## config.mk

```make
export PLATFORM = sky130hd
export DESIGN_NAME = drpm_top
export DESIGN_NICKNAME = d
export VERILOG_FILES = /design/src/hdl/drpm_pkg.sv /design/src/hdl/drpm_ecc_if.sv /design/src/hdl/drpm_top.sv /design/src/hdl/drpm_ecc_hold.sv
export SDC_FILE = /design/constraint.sdc
export NUM_CORES = 1
export LEC_CHECK = 0
export ABC_CLOCK_PERIOD_IN_PS = 5560
export BUFFER_PORTS_ARGS = -buffer_cell sky130_fd_sc_hd__buf_2
export CAP_MARGIN = 15
export CORE_UTILIZATION = 58
export DETAILED_ROUTE_END_ITERATION = 12
export PLACE_DENSITY_LB_ADDON = 0.08
export SETUP_SLACK_MARGIN = 0.2
export SYNTH_ARGS = -nofsm -noshare
export SYNTH_HDL_FRONTEND = slang
export SYNTH_SLANG_ARGS = --single-unit
```

## constraint.sdc

```tcl
create_clock -name sys_clk -period 5.56 [get_ports sys_clk]
set_clock_uncertainty 0.1 [all_clocks]
set_input_delay 0.278 -clock sys_clk [delete_from_list [all_inputs] [get_ports sys_clk]]
set_output_delay 0.278 -clock sys_clk [all_outputs]
set_load 0.02 [all_outputs]
```

## src/hdl/drpm_pkg.sv

```systemverilog
package drpm_pkg;

   // readback mode, gray along normal -> alt1 -> alt2
   typedef enum logic [1:0] {
      DRPM_NORMAL = 2'b00,
      DRPM_ALT1   = 2'b01,
      DRPM_ALT2   = 2'b11
   } drpm_mode_e;

   // codes that the host writes on the mode selector
   localparam logic [1:0]  SEL_NORMAL       = 2'h0;
   localparam logic [1:0]  SEL_ALT1         = 2'h1;
   localparam logic [1:0]  SEL_ALT2         = 2'h2;

   // bit 0 of the accumulator is the msb of the 16-bit word
   localparam int          XMA_LSB          = 0;
   localparam int          XMA_W            = 4;
   localparam int          SURF_LSB         = 10;
   localparam int          SURF_W           = 6;
   localparam int          SEC_LSB          = 5;
   localparam int          SEC_W            = 5;
   localparam int          CNT_LSB          = 0;
   localparam int          CNT_W            = 5;

   localparam logic [15:0] RST_WORD         = 16'h0000;
   localparam logic [31:0] RST_ECC          = 32'h0000_0000;
   localparam logic [5:0]  RST_SURF         = 6'h00;
   localparam logic [4:0]  RST_FIELD5       = 5'h00;
   localparam logic [3:0]  RST_XMA          = 4'h0;
   localparam int          WORDS_PER_SECTOR = 256;

endpackage : drpm_pkg

```

## src/hdl/drpm_ecc_if.sv

```systemverilog
`timescale 1ns/100ps
interface drpm_ecc_if;
   logic        capture;
   logic [31:0] rem;
   logic [31:0] held;
   modport keeper (input capture, input rem, output held);
   modport user   (output capture, output rem, input held);
endinterface : drpm_ecc_if

```

## src/hdl/drpm_top.sv

```systemverilog
`timescale 1ns/100ps
// Functional notes
// alt1 port A returns 16-bit memory address
// after ecc error, address is next sector
// host ignores address after other errors
// alt1 port B: extended address, high bits zero
// alt2 port A returns remainder high bits
// alt2 port B returns remainder low bits
// remainder held from last read/verify
// port C surface in bits 1-5
// multifunction variant: six-bit surface, bits 0-5
// port C bits 6-10: next sector address
// port C bits 11-15: two's complement count
// normal port B returns drive status flags
// host-written mode selector steers port mux
module drpm_top #(
   parameter bit MULTI_VARIANT    = 1'b0,  // six-bit surface, no xma
   parameter int WORDS_PER_SECTOR = drpm_pkg::WORDS_PER_SECTOR
) (
   input  wire logic        sys_clk,            // 200 mhz clock
   input  wire logic        rstn,               // async reset, active low
   input  wire logic        mode_wr,            // mode selector write
   input  wire logic [1:0]  mode_sel,           // mode selector code
   input  wire logic        input_port_a_instr, // port A read strobe
   input  wire logic        input_port_b_instr, // port B read strobe
   input  wire logic        input_port_c_instr, // port C read strobe
   input  wire logic [15:0] ctrl_status,        // normal port A word
   input  wire logic [15:0] drive_status,       // selected drive flags
   input  wire logic        ma_load,            // memory address write
   input  wire logic [15:0] ma_wdata,           // memory address value
   input  wire logic        xma_load,           // extended address write
   input  wire logic [3:0]  xma_wdata,          // extended address value
   input  wire logic        word_xfer,          // one data channel word
   input  wire logic        sector_done,        // sector finished
   input  wire logic        ecc_err_end,        // transfer ended on ecc
   input  wire logic        chs_load,           // surface/sector/count write
   input  wire logic [5:0]  surf_wdata,         // surface value
   input  wire logic [4:0]  sec_wdata,          // sector value
   input  wire logic [4:0]  cnt_wdata,          // negated sector count
   input  wire logic        ecc_capture,        // read/verify finished
   input  wire logic [31:0] ecc_rem,            // remainder of that pass
   output logic [15:0]      rd_data,            // instruction read data
   output logic             rd_valid,           // read data strobe
   output logic [1:0]       mode                // current mode
);

   if (WORDS_PER_SECTOR < 1 || WORDS_PER_SECTOR > 65535) begin : g_bad
      $error("WORDS_PER_SECTOR out of range");
   end

   localparam logic [15:0] SECTOR_STEP = 16'(WORDS_PER_SECTOR);

   logic rst_meta_q;
   logic rst_n_s;

   always_ff @(posedge sys_clk or negedge rstn) begin
      if (!rstn) begin
         rst_meta_q <= 1'b0;
         rst_n_s    <= 1'b0;
      end else begin
         rst_meta_q <= 1'b1;
         rst_n_s    <= rst_meta_q;
      end
   end

   drpm_ecc_if ecc_bus ();

   assign ecc_bus.capture = ecc_capture;
   assign ecc_bus.rem     = ecc_rem;

   drpm_ecc_hold u_ecc (
      .sys_clk (sys_clk),
      .rst_n   (rst_n_s),
      .ecc     (ecc_bus.keeper)
   );

   // ------------------------------------------------------------ mode
   drpm_pkg::drpm_mode_e mode_q;
   drpm_pkg::drpm_mode_e mode_d;

   always_comb begin
      mode_d = mode_q;
      if (mode_wr) begin
         case (mode_sel)
            drpm_pkg::SEL_NORMAL: mode_d = drpm_pkg::DRPM_NORMAL;
            drpm_pkg::SEL_ALT1:   mode_d = drpm_pkg::DRPM_ALT1;
            drpm_pkg::SEL_ALT2:   mode_d = drpm_pkg::DRPM_ALT2;
            default:              mode_d = mode_q;
         endcase
      end
   end

   always_ff @(posedge sys_clk or negedge rst_n_s) begin
      if (!rst_n_s) begin
         mode_q <= drpm_pkg::DRPM_NORMAL;
      end else begin
         mode_q <= mode_d;
      end
   end

   // ---------------------------------------------- transfer tracking
   logic [15:0] ma_q;
   logic [15:0] ma_d;
   logic [15:0] sec_base_q;
   logic [15:0] sec_base_d;
   logic [3:0]  xma_q;
   logic [3:0]  xma_d;
   logic [5:0]  surf_q;
   logic [5:0]  surf_d;
   logic [4:0]  sec_q;
   logic [4:0]  sec_d;
   logic [4:0]  cnt_q;
   logic [4:0]  cnt_d;

   always_comb begin
      ma_d       = ma_q;
      sec_base_d = sec_base_q;
      xma_d      = xma_q;
      surf_d     = surf_q;
      sec_d      = sec_q;
      cnt_d      = cnt_q;
      if (ma_load) begin
         ma_d = ma_wdata;
      end else if (ecc_err_end) begin
         ma_d = 16'(sec_base_q + SECTOR_STEP);
      end else if (word_xfer) begin
         ma_d = 16'(ma_q + 16'h0001);
      end
      // start of the current sector, for ecc-error recovery
      if (ma_load || sector_done || ecc_err_end) begin
         sec_base_d = ma_d;
      end
      if (xma_load) begin
         xma_d = xma_wdata;
      end
      if (chs_load) begin
         surf_d = MULTI_VARIANT ? surf_wdata : {1'b0, surf_wdata[4:0]};
         sec_d  = sec_wdata;
         cnt_d  = cnt_wdata;
      end else if (sector_done) begin
         sec_d = 5'(sec_q + 5'h01);
         cnt_d = 5'(cnt_q + 5'h01);
      end
   end

   always_ff @(posedge sys_clk or negedge rst_n_s) begin
      if (!rst_n_s) begin
         ma_q       <= drpm_pkg::RST_WORD;
         sec_base_q <= drpm_pkg::RST_WORD;
         xma_q      <= drpm_pkg::RST_XMA;
         surf_q     <= drpm_pkg::RST_SURF;
         sec_q      <= drpm_pkg::RST_FIELD5;
         cnt_q      <= drpm_pkg::RST_FIELD5;
      end else begin
         ma_q       <= ma_d;
         sec_base_q <= sec_base_d;
         xma_q      <= xma_d;
         surf_q     <= surf_d;
         sec_q      <= sec_d;
         cnt_q      <= cnt_d;
      end
   end

   // ------------------------------------------------- word builders
   function automatic logic [15:0] c_word(input logic [5:0] surf,
                                          input logic [4:0] sec,
                                          input logic [4:0] cnt,
                                          input logic       multi);
      logic [15:0] w;
      w = drpm_pkg::RST_WORD;
      if (multi) begin
         w[drpm_pkg::SURF_LSB +: drpm_pkg::SURF_W] = surf;
      end else begin
         w[drpm_pkg::SURF_LSB +: drpm_pkg::SURF_W] = {1'b0, surf[4:0]};
      end
      w[drpm_pkg::SEC_LSB +: drpm_pkg::SEC_W] = sec;
      w[drpm_pkg::CNT_LSB +: drpm_pkg::CNT_W] = cnt;
      return w;
   endfunction : c_word

   function automatic logic [15:0] xma_word(input logic [3:0] x,
                                            input logic       multi);
      logic [15:0] w;
      w = drpm_pkg::RST_WORD;
      if (!multi) begin
         w[drpm_pkg::XMA_LSB +: drpm_pkg::XMA_W] = x;
      end
      return w;
   endfunction : xma_word

   // ------------------------------------------------------ read mux
   logic [15:0] rd_data_q;
   logic [15:0] rd_data_d;
   logic        rd_valid_q;
   logic        rd_valid_d;

   always_comb begin
      rd_data_d  = rd_data_q;
      rd_valid_d = 1'b0;
      if (input_port_a_instr) begin
         rd_valid_d = 1'b1;
         case (mode_q)
            drpm_pkg::DRPM_ALT1:   rd_data_d = ma_q;
            drpm_pkg::DRPM_ALT2:   rd_data_d = ecc_bus.held[31:16];
            default:               rd_data_d = ctrl_status;
         endcase
      end else if (input_port_b_instr) begin
         rd_valid_d = 1'b1;
         case (mode_q)
            drpm_pkg::DRPM_ALT1:
               rd_data_d = xma_word(xma_q, MULTI_VARIANT);
            drpm_pkg::DRPM_ALT2:   rd_data_d = ecc_bus.held[15:0];
            default:               rd_data_d = drive_status;
         endcase
      end else if (input_port_c_instr) begin
         rd_valid_d = 1'b1;
         rd_data_d  = c_word(surf_q, sec_q, cnt_q, MULTI_VARIANT);
      end
   end

   always_ff @(posedge sys_clk or negedge rst_n_s) begin
      if (!rst_n_s) begin
         rd_data_q  <= drpm_pkg::RST_WORD;
         rd_valid_q <= 1'b0;
      end else begin
         rd_data_q  <= rd_data_d;
         rd_valid_q <= rd_valid_d;
      end
   end

   assign rd_data  = rd_data_q;
   assign rd_valid = rd_valid_q;
   assign mode     = mode_q;
endmodule : drpm_top

```

## src/hdl/drpm_ecc_hold.sv

```systemverilog
`timescale 1ns/100ps
module drpm_ecc_hold (
   input  wire logic   sys_clk,  // 200 mhz clock
   input  wire logic   rst_n,    // synchronised reset, active low
   drpm_ecc_if.keeper  ecc       // remainder capture and hold
);
   logic [31:0] rem_q;
   logic [31:0] rem_d;

   always_comb begin
      rem_d = rem_q;
      if (ecc.capture) begin
         rem_d = ecc.rem;
      end
   end

   always_ff @(posedge sys_clk or negedge rst_n) begin
      if (!rst_n) begin
         rem_q <= drpm_pkg::RST_ECC;
      end else begin
         rem_q <= rem_d;
      end
   end

   assign ecc.held = rem_q;
endmodule : drpm_ecc_hold

```

---- After elaboration in Yosys (flattened, before gate mapping) ----
Cells that the tools add are included.
operators by class
  reduce and logical (&&, ||, !) cells .... 7
  mux-type cells .......................... 16
  eq/ne operators ......................... 4
  add/sub/neg operators ................... 4
operator list
  operator               count
  $mux 16                6
  $pmux 16 s2            2
  $mux 5                 4
  $add 16x1->16 const B  1
  $add 16x9->16 const B  1
  $add 5x1->5 const B    2
  $pmux 2 s3             1
  $reduce_bool 3->1      2
  $eq 2x1->1 const B     2
  $eq 2x2->1 const B     2
  $mux 1                 3
  $logic_not 2->1        1
  $logic_or 1x1->1       2
  $reduce_and 2->1       1
  $reduce_bool 2->1      1
word-level totals
  output and inout bits ................... 19
  register bits after elaboration ......... 104
  logic and storage cells ................. 43

---- Longest topological paths before layout ----
  depth after elaboration ................. 4
  gate-level depth with buffers ........... 6

---- By module ----
Synthesis repeated with hierarchy kept, for this count alone.
second synthesis, totals
  cell total of the unflattened synthesis .. 539
  area, all modules ....................... 5749.3 um^2
modules (own cells, without submodules)
  module         cells an instance  area each (um^2)  instances
  drpm_top       471                4404.2            1
  drpm_ecc_hold  68                 1345.0            1

---- Worst setup path after synthesis ----
Ideal clock, no wire load.
  path kind ............................... flip-flop to flip-flop
  start ................................... register ma_q[0]
  end ..................................... register ma_q[14]
  library setup time ...................... 83 ps
  data arrival time ....................... 1624 ps
  stages on the path, launching flop included .. 6
  setup slack ............................. 3754 ps
  data required time ...................... 5377 ps
  cells stage by stage .................... dfrtp_1 > ha_1 > nand3_1 > nor4_1 > mux2_2 > o21ai_0
between the ends
  longest elaborated chain between the ends .. 4
RTL lines
  item                    line             RTL
  from (decl)             drpm_top.sv:102  logic [15:0] ma_q;
  from (signal assigned)  drpm_top.sv:148  ma_q <= drpm_pkg::RST_WORD;
  from (signal assigned)  drpm_top.sv:155  ma_q <= ma_d;
  $add 16x1->16           drpm_top.sv:127  ma_d = 16'(ma_q + 16'h0001);
  $mux 16                 drpm_top.sv:126  end else if (word_xfer) begin
  $mux 16                 drpm_top.sv:124  end else if (ecc_err_end) begin
  $mux 16                 drpm_top.sv:122  if (ma_load) begin
  net ma_d[14]            drpm_top.sv:103  logic [15:0] ma_d;
The timed path passes the listed nets, and every way through them passes these cells.
A chain may end at the register's enable or synchronous reset.

---- Worst setup path after layout ----
Ends and elaborated chain as after synthesis.

==> flow_summary.json <==
{
  "vias": 4539,
  "grtUsageMet2": 0.5061,
  "leakagePower_nw": 2.896,
  "slew_viol_final": 0,
  "worstPathArrival_ps": 2390,
  "drt_iter0_markers": 167,
  "worst_pin_slew_ps": 946.8,
  "drive_gt1_frac": 0.3206,
  "synth_area_leaders": "dfrtp_1 47%, mux2_2 10%, mux2i_1 7.0%",
  "swShare": 0.3189,
  "rrSetupSlack_ps": 3340,
  "drv_cap": 0,
  "timing.final.crit_share": 0.3991,
  "grt_pass1_wl_mm": 22.00,
  "crit_type": "reg -> reg",
  "synth_top_family_by_area": "multiplexers",
  "numClockSinks": 104,
  "portBuffers": 132,
  "grt_use_met3": 0.03969,
  "cts_setup_buffers": 0,
  "routed_wl_mm": 13.53,
  "cts_buffers": 9,
  "end_kind": "flip-flop",
  "post-route-util": 0.6957,
  "max_slew_margin": 0.3639,
  "grt_max_degree": 65,
  "postSynth.asyncResetShare": 1.000,
  "irDropWorstVdd_v": 0.0001462,
  "power_frac_seq": 0.521,
  "synth_mux_area_frac": 0.1740,
  "grt_util_all_layers": 0.2859,
  "die_y_microns": 99.77,
  "path_max_fanout": 7,
  "rows": 35,
  "seq_area_frac_synth": 0.4694,
  "n_antenna_cell": 0,
  "min_path_type": "in -> reg",
  "setup_tns_ps": 0,
  "dp.final_hpwl_mm": 9.952,
  "cts_buffer_depth": 2,
  "yosys.area_share.simple": 0.1223,
  "synth-compound-area-share": 0.1544,
  "startpoint_type": "flip-flop",
  "status": "finished, final reports clean",
  "ctsRootBufferMaster": "clkbuf_8",
  "clkPwrFrac": 0.251,
  "yosysTopAreaCellShare": 0.4694,
  "grt_pass1_vias": 4506,
  "drt_drc_violations_left": 0,
  "ys_types": 48,
  "synth_edf_count": 0,
  "htree_levels": 3,
  "fin_nets": 768,
  "postSynthCellCount": 537,
  "synth_nets": 658,
  "power_density_nw_per_um2": 276.8,
  "synthAdderAreaFrac": 0.01354,
  "p_int_w": 0.001212,
  "antenna_found_initial": 0,
  "rsz0062_at_grt": "false",
  "timing.fmax_mhz": 450.6,
  "setup_viol": 0,
  "hold_violations": 0,
  "core_sq_um": 9240,
  "syn2layout_area_growth_pct": 15.96,
  "clk_pin_slew_ps": 110,
  "ys.flop_type": "dfrtp_1",
  "finalWeightedCongestion": 0.8424,
  "die-area_sq_um": 9954,
  "cts_tree": "built",
  "yosysWarnings": 0,
  "netlist_area_sq_um": 5544,
  "postRouteAntennaNets": 0,
  "critical_path_required_ps": 5730,
  "post_cts_resized": 0,
  "clk_latency_ps": 370,
  "pin_count": 134,
  "routed_via_density": 5.812,
  "min_period_ps": 2219,
  "post_drt_wl_per_cell_microns": 17.33,
  "yosys.area.top_type": "dfrtp_1",
  "start_util": 0.6000,
  "met1_usage": 0.3589,
  "grt-ovfl-total": 0,
  "die_width_microns": 99.77,
  "synth_xor_area_frac": 0.02686,
  "ys_ff_latch": 104,
  "syn_avg_cell_area_sq_um": 10.32,
  "power_frac_comb": 0.228,
  "cts_hold_buf": 2,
  "gr-max-usage-layer": "met2",
  "switchingPower_w": 0.0005674,
  "drt_first_pass_iters": 5
}
Yosys cell counts, types with 3 or more instances:
master    number
a22oi_1        8
a31oi_1        3
nor2b_1        5
buf_6          4
a21boi_0       5
a22o_1        12
nand2_1       52
clkbuf_1      19
dfrtp_1      104
nor3_1         7
nand4_1        9
ha_1           6
o211ai_1      14
buf_2          9
a21oi_1       24
nand3_1       10
o21a_1         3
o21ai_0       47
xnor2_1       11
nor4_1         6
xor2_1         6
o31ai_1        5
mux2i_1       39
inv_1          7
mux2_2        51
buf_1          5
nand2b_1       5
nor2_1        36
layout by cell type, fill, tap and decap left out, types with 7 or more instances in the layout:
cell type  instances
a22o_1            12
o211ai_1          14
nor3_1             7
nor2_1            36
a21oi_1           24
mux2i_1           39
clkbuf_8          10
inv_1              7
nand4_1            9
nand3_1           10
nand2_1           52
a22oi_1            8
mux2_2            51
o21ai_0           47
dfrtp_1          103
xnor2_1           11
buf_2            132
kinds of logic (layout without fill, tap and decap cells):
| kind of cell | Yosys count | in the layout |
|---|---|---|
| fa+ha+maj | 6 | 6 |
| flops | 104 | 104 |
| compound gates | 133 | 133 |
| buf+inv | 46 | 161 |
| simple gates | 140 | 140 |
| mux | 90 | 90 |
| xor+xnor | 17 | 17 |
| other cells | 1 | 1 |
power groups by stage:
stage / combinational (W) / sequential (W) / clock [W]
after CTS: 0.000393 / 0.000934 / 0.000456
final: 0.000405 / 0.000927 / 0.000447
after global placement: 0.000377 / 0.000943 / 0
after detailed placement: 0.000389 / 0.000949 / 0
after global routing: 0.000448 / 0.000940 / 0.000486
after floorplan: 0.000254 / 0.000947 / 0
critical path, cell delays in order (launching register included):
cell	delay, ps
dfrtp_1	440
ha_1	230
nand3_1	280
nor4_1	450
mux2_2	400
o21ai_0	220
layout make-up:
class / count / area (sq um)
clock buffer: 11 / 141.4
clock inverter: 5 / 40.04
fill: 752 / 2811
inverter: 8 / 30.03
multi-input combinational: 387 / 2726
sequential: 104 / 2606
tap: 129 / 161.4
timing repair buffer: 137 / 723.2
metrics by stage:
stage               setup slack, ps  total power, W  hold slack (ps)  std cells  instance area, sq um
floorplan                      2348        0.001201           -117.6        537                  5544
global placement               3166        0.001320           -36.51        762                  6200
detailed placement             3104        0.001338           -34.45        762                  6200
CTS                            3100        0.001783            11.54        780                  6401
global route                   3152        0.001874            21.36        781                  6429
finish                         3341        0.001779            16.72        781                  6429
worst paths after layout:
check	from	endpoint	cells past startpoint
max	ma_q[0]	ma_q[14]	5
min	sec_wdata[0]	sec_q[0]	3
max reg2reg	ma_q[0]	ma_q[14]	5
min reg2reg	rst_n_s	ma_q[1]	0
max in group asynchronous	rst_n_s	rd_data[8]	1
min in group asynchronous	rstn	rst_n_s	2
state kept, by name (all words and copies together) (netlist names):
signal          cells
mode                2
cnt_q               5
rd_data            16
rd_valid            1
sec_q               5
surf_q              5
rst_meta_q          1
u_ecc.ecc.held     32
sec_base_q         16
rst_n_s             1
xma_q               4
ma_q               16
per-layer routing:
layer	part of all wire	vias up
met5	0	-
met4	0.022	0
met3	0.045	25
met2	0.52	160
met1	0.41	2195
li1	-	2159
Power figures use the tool's default switching activity.
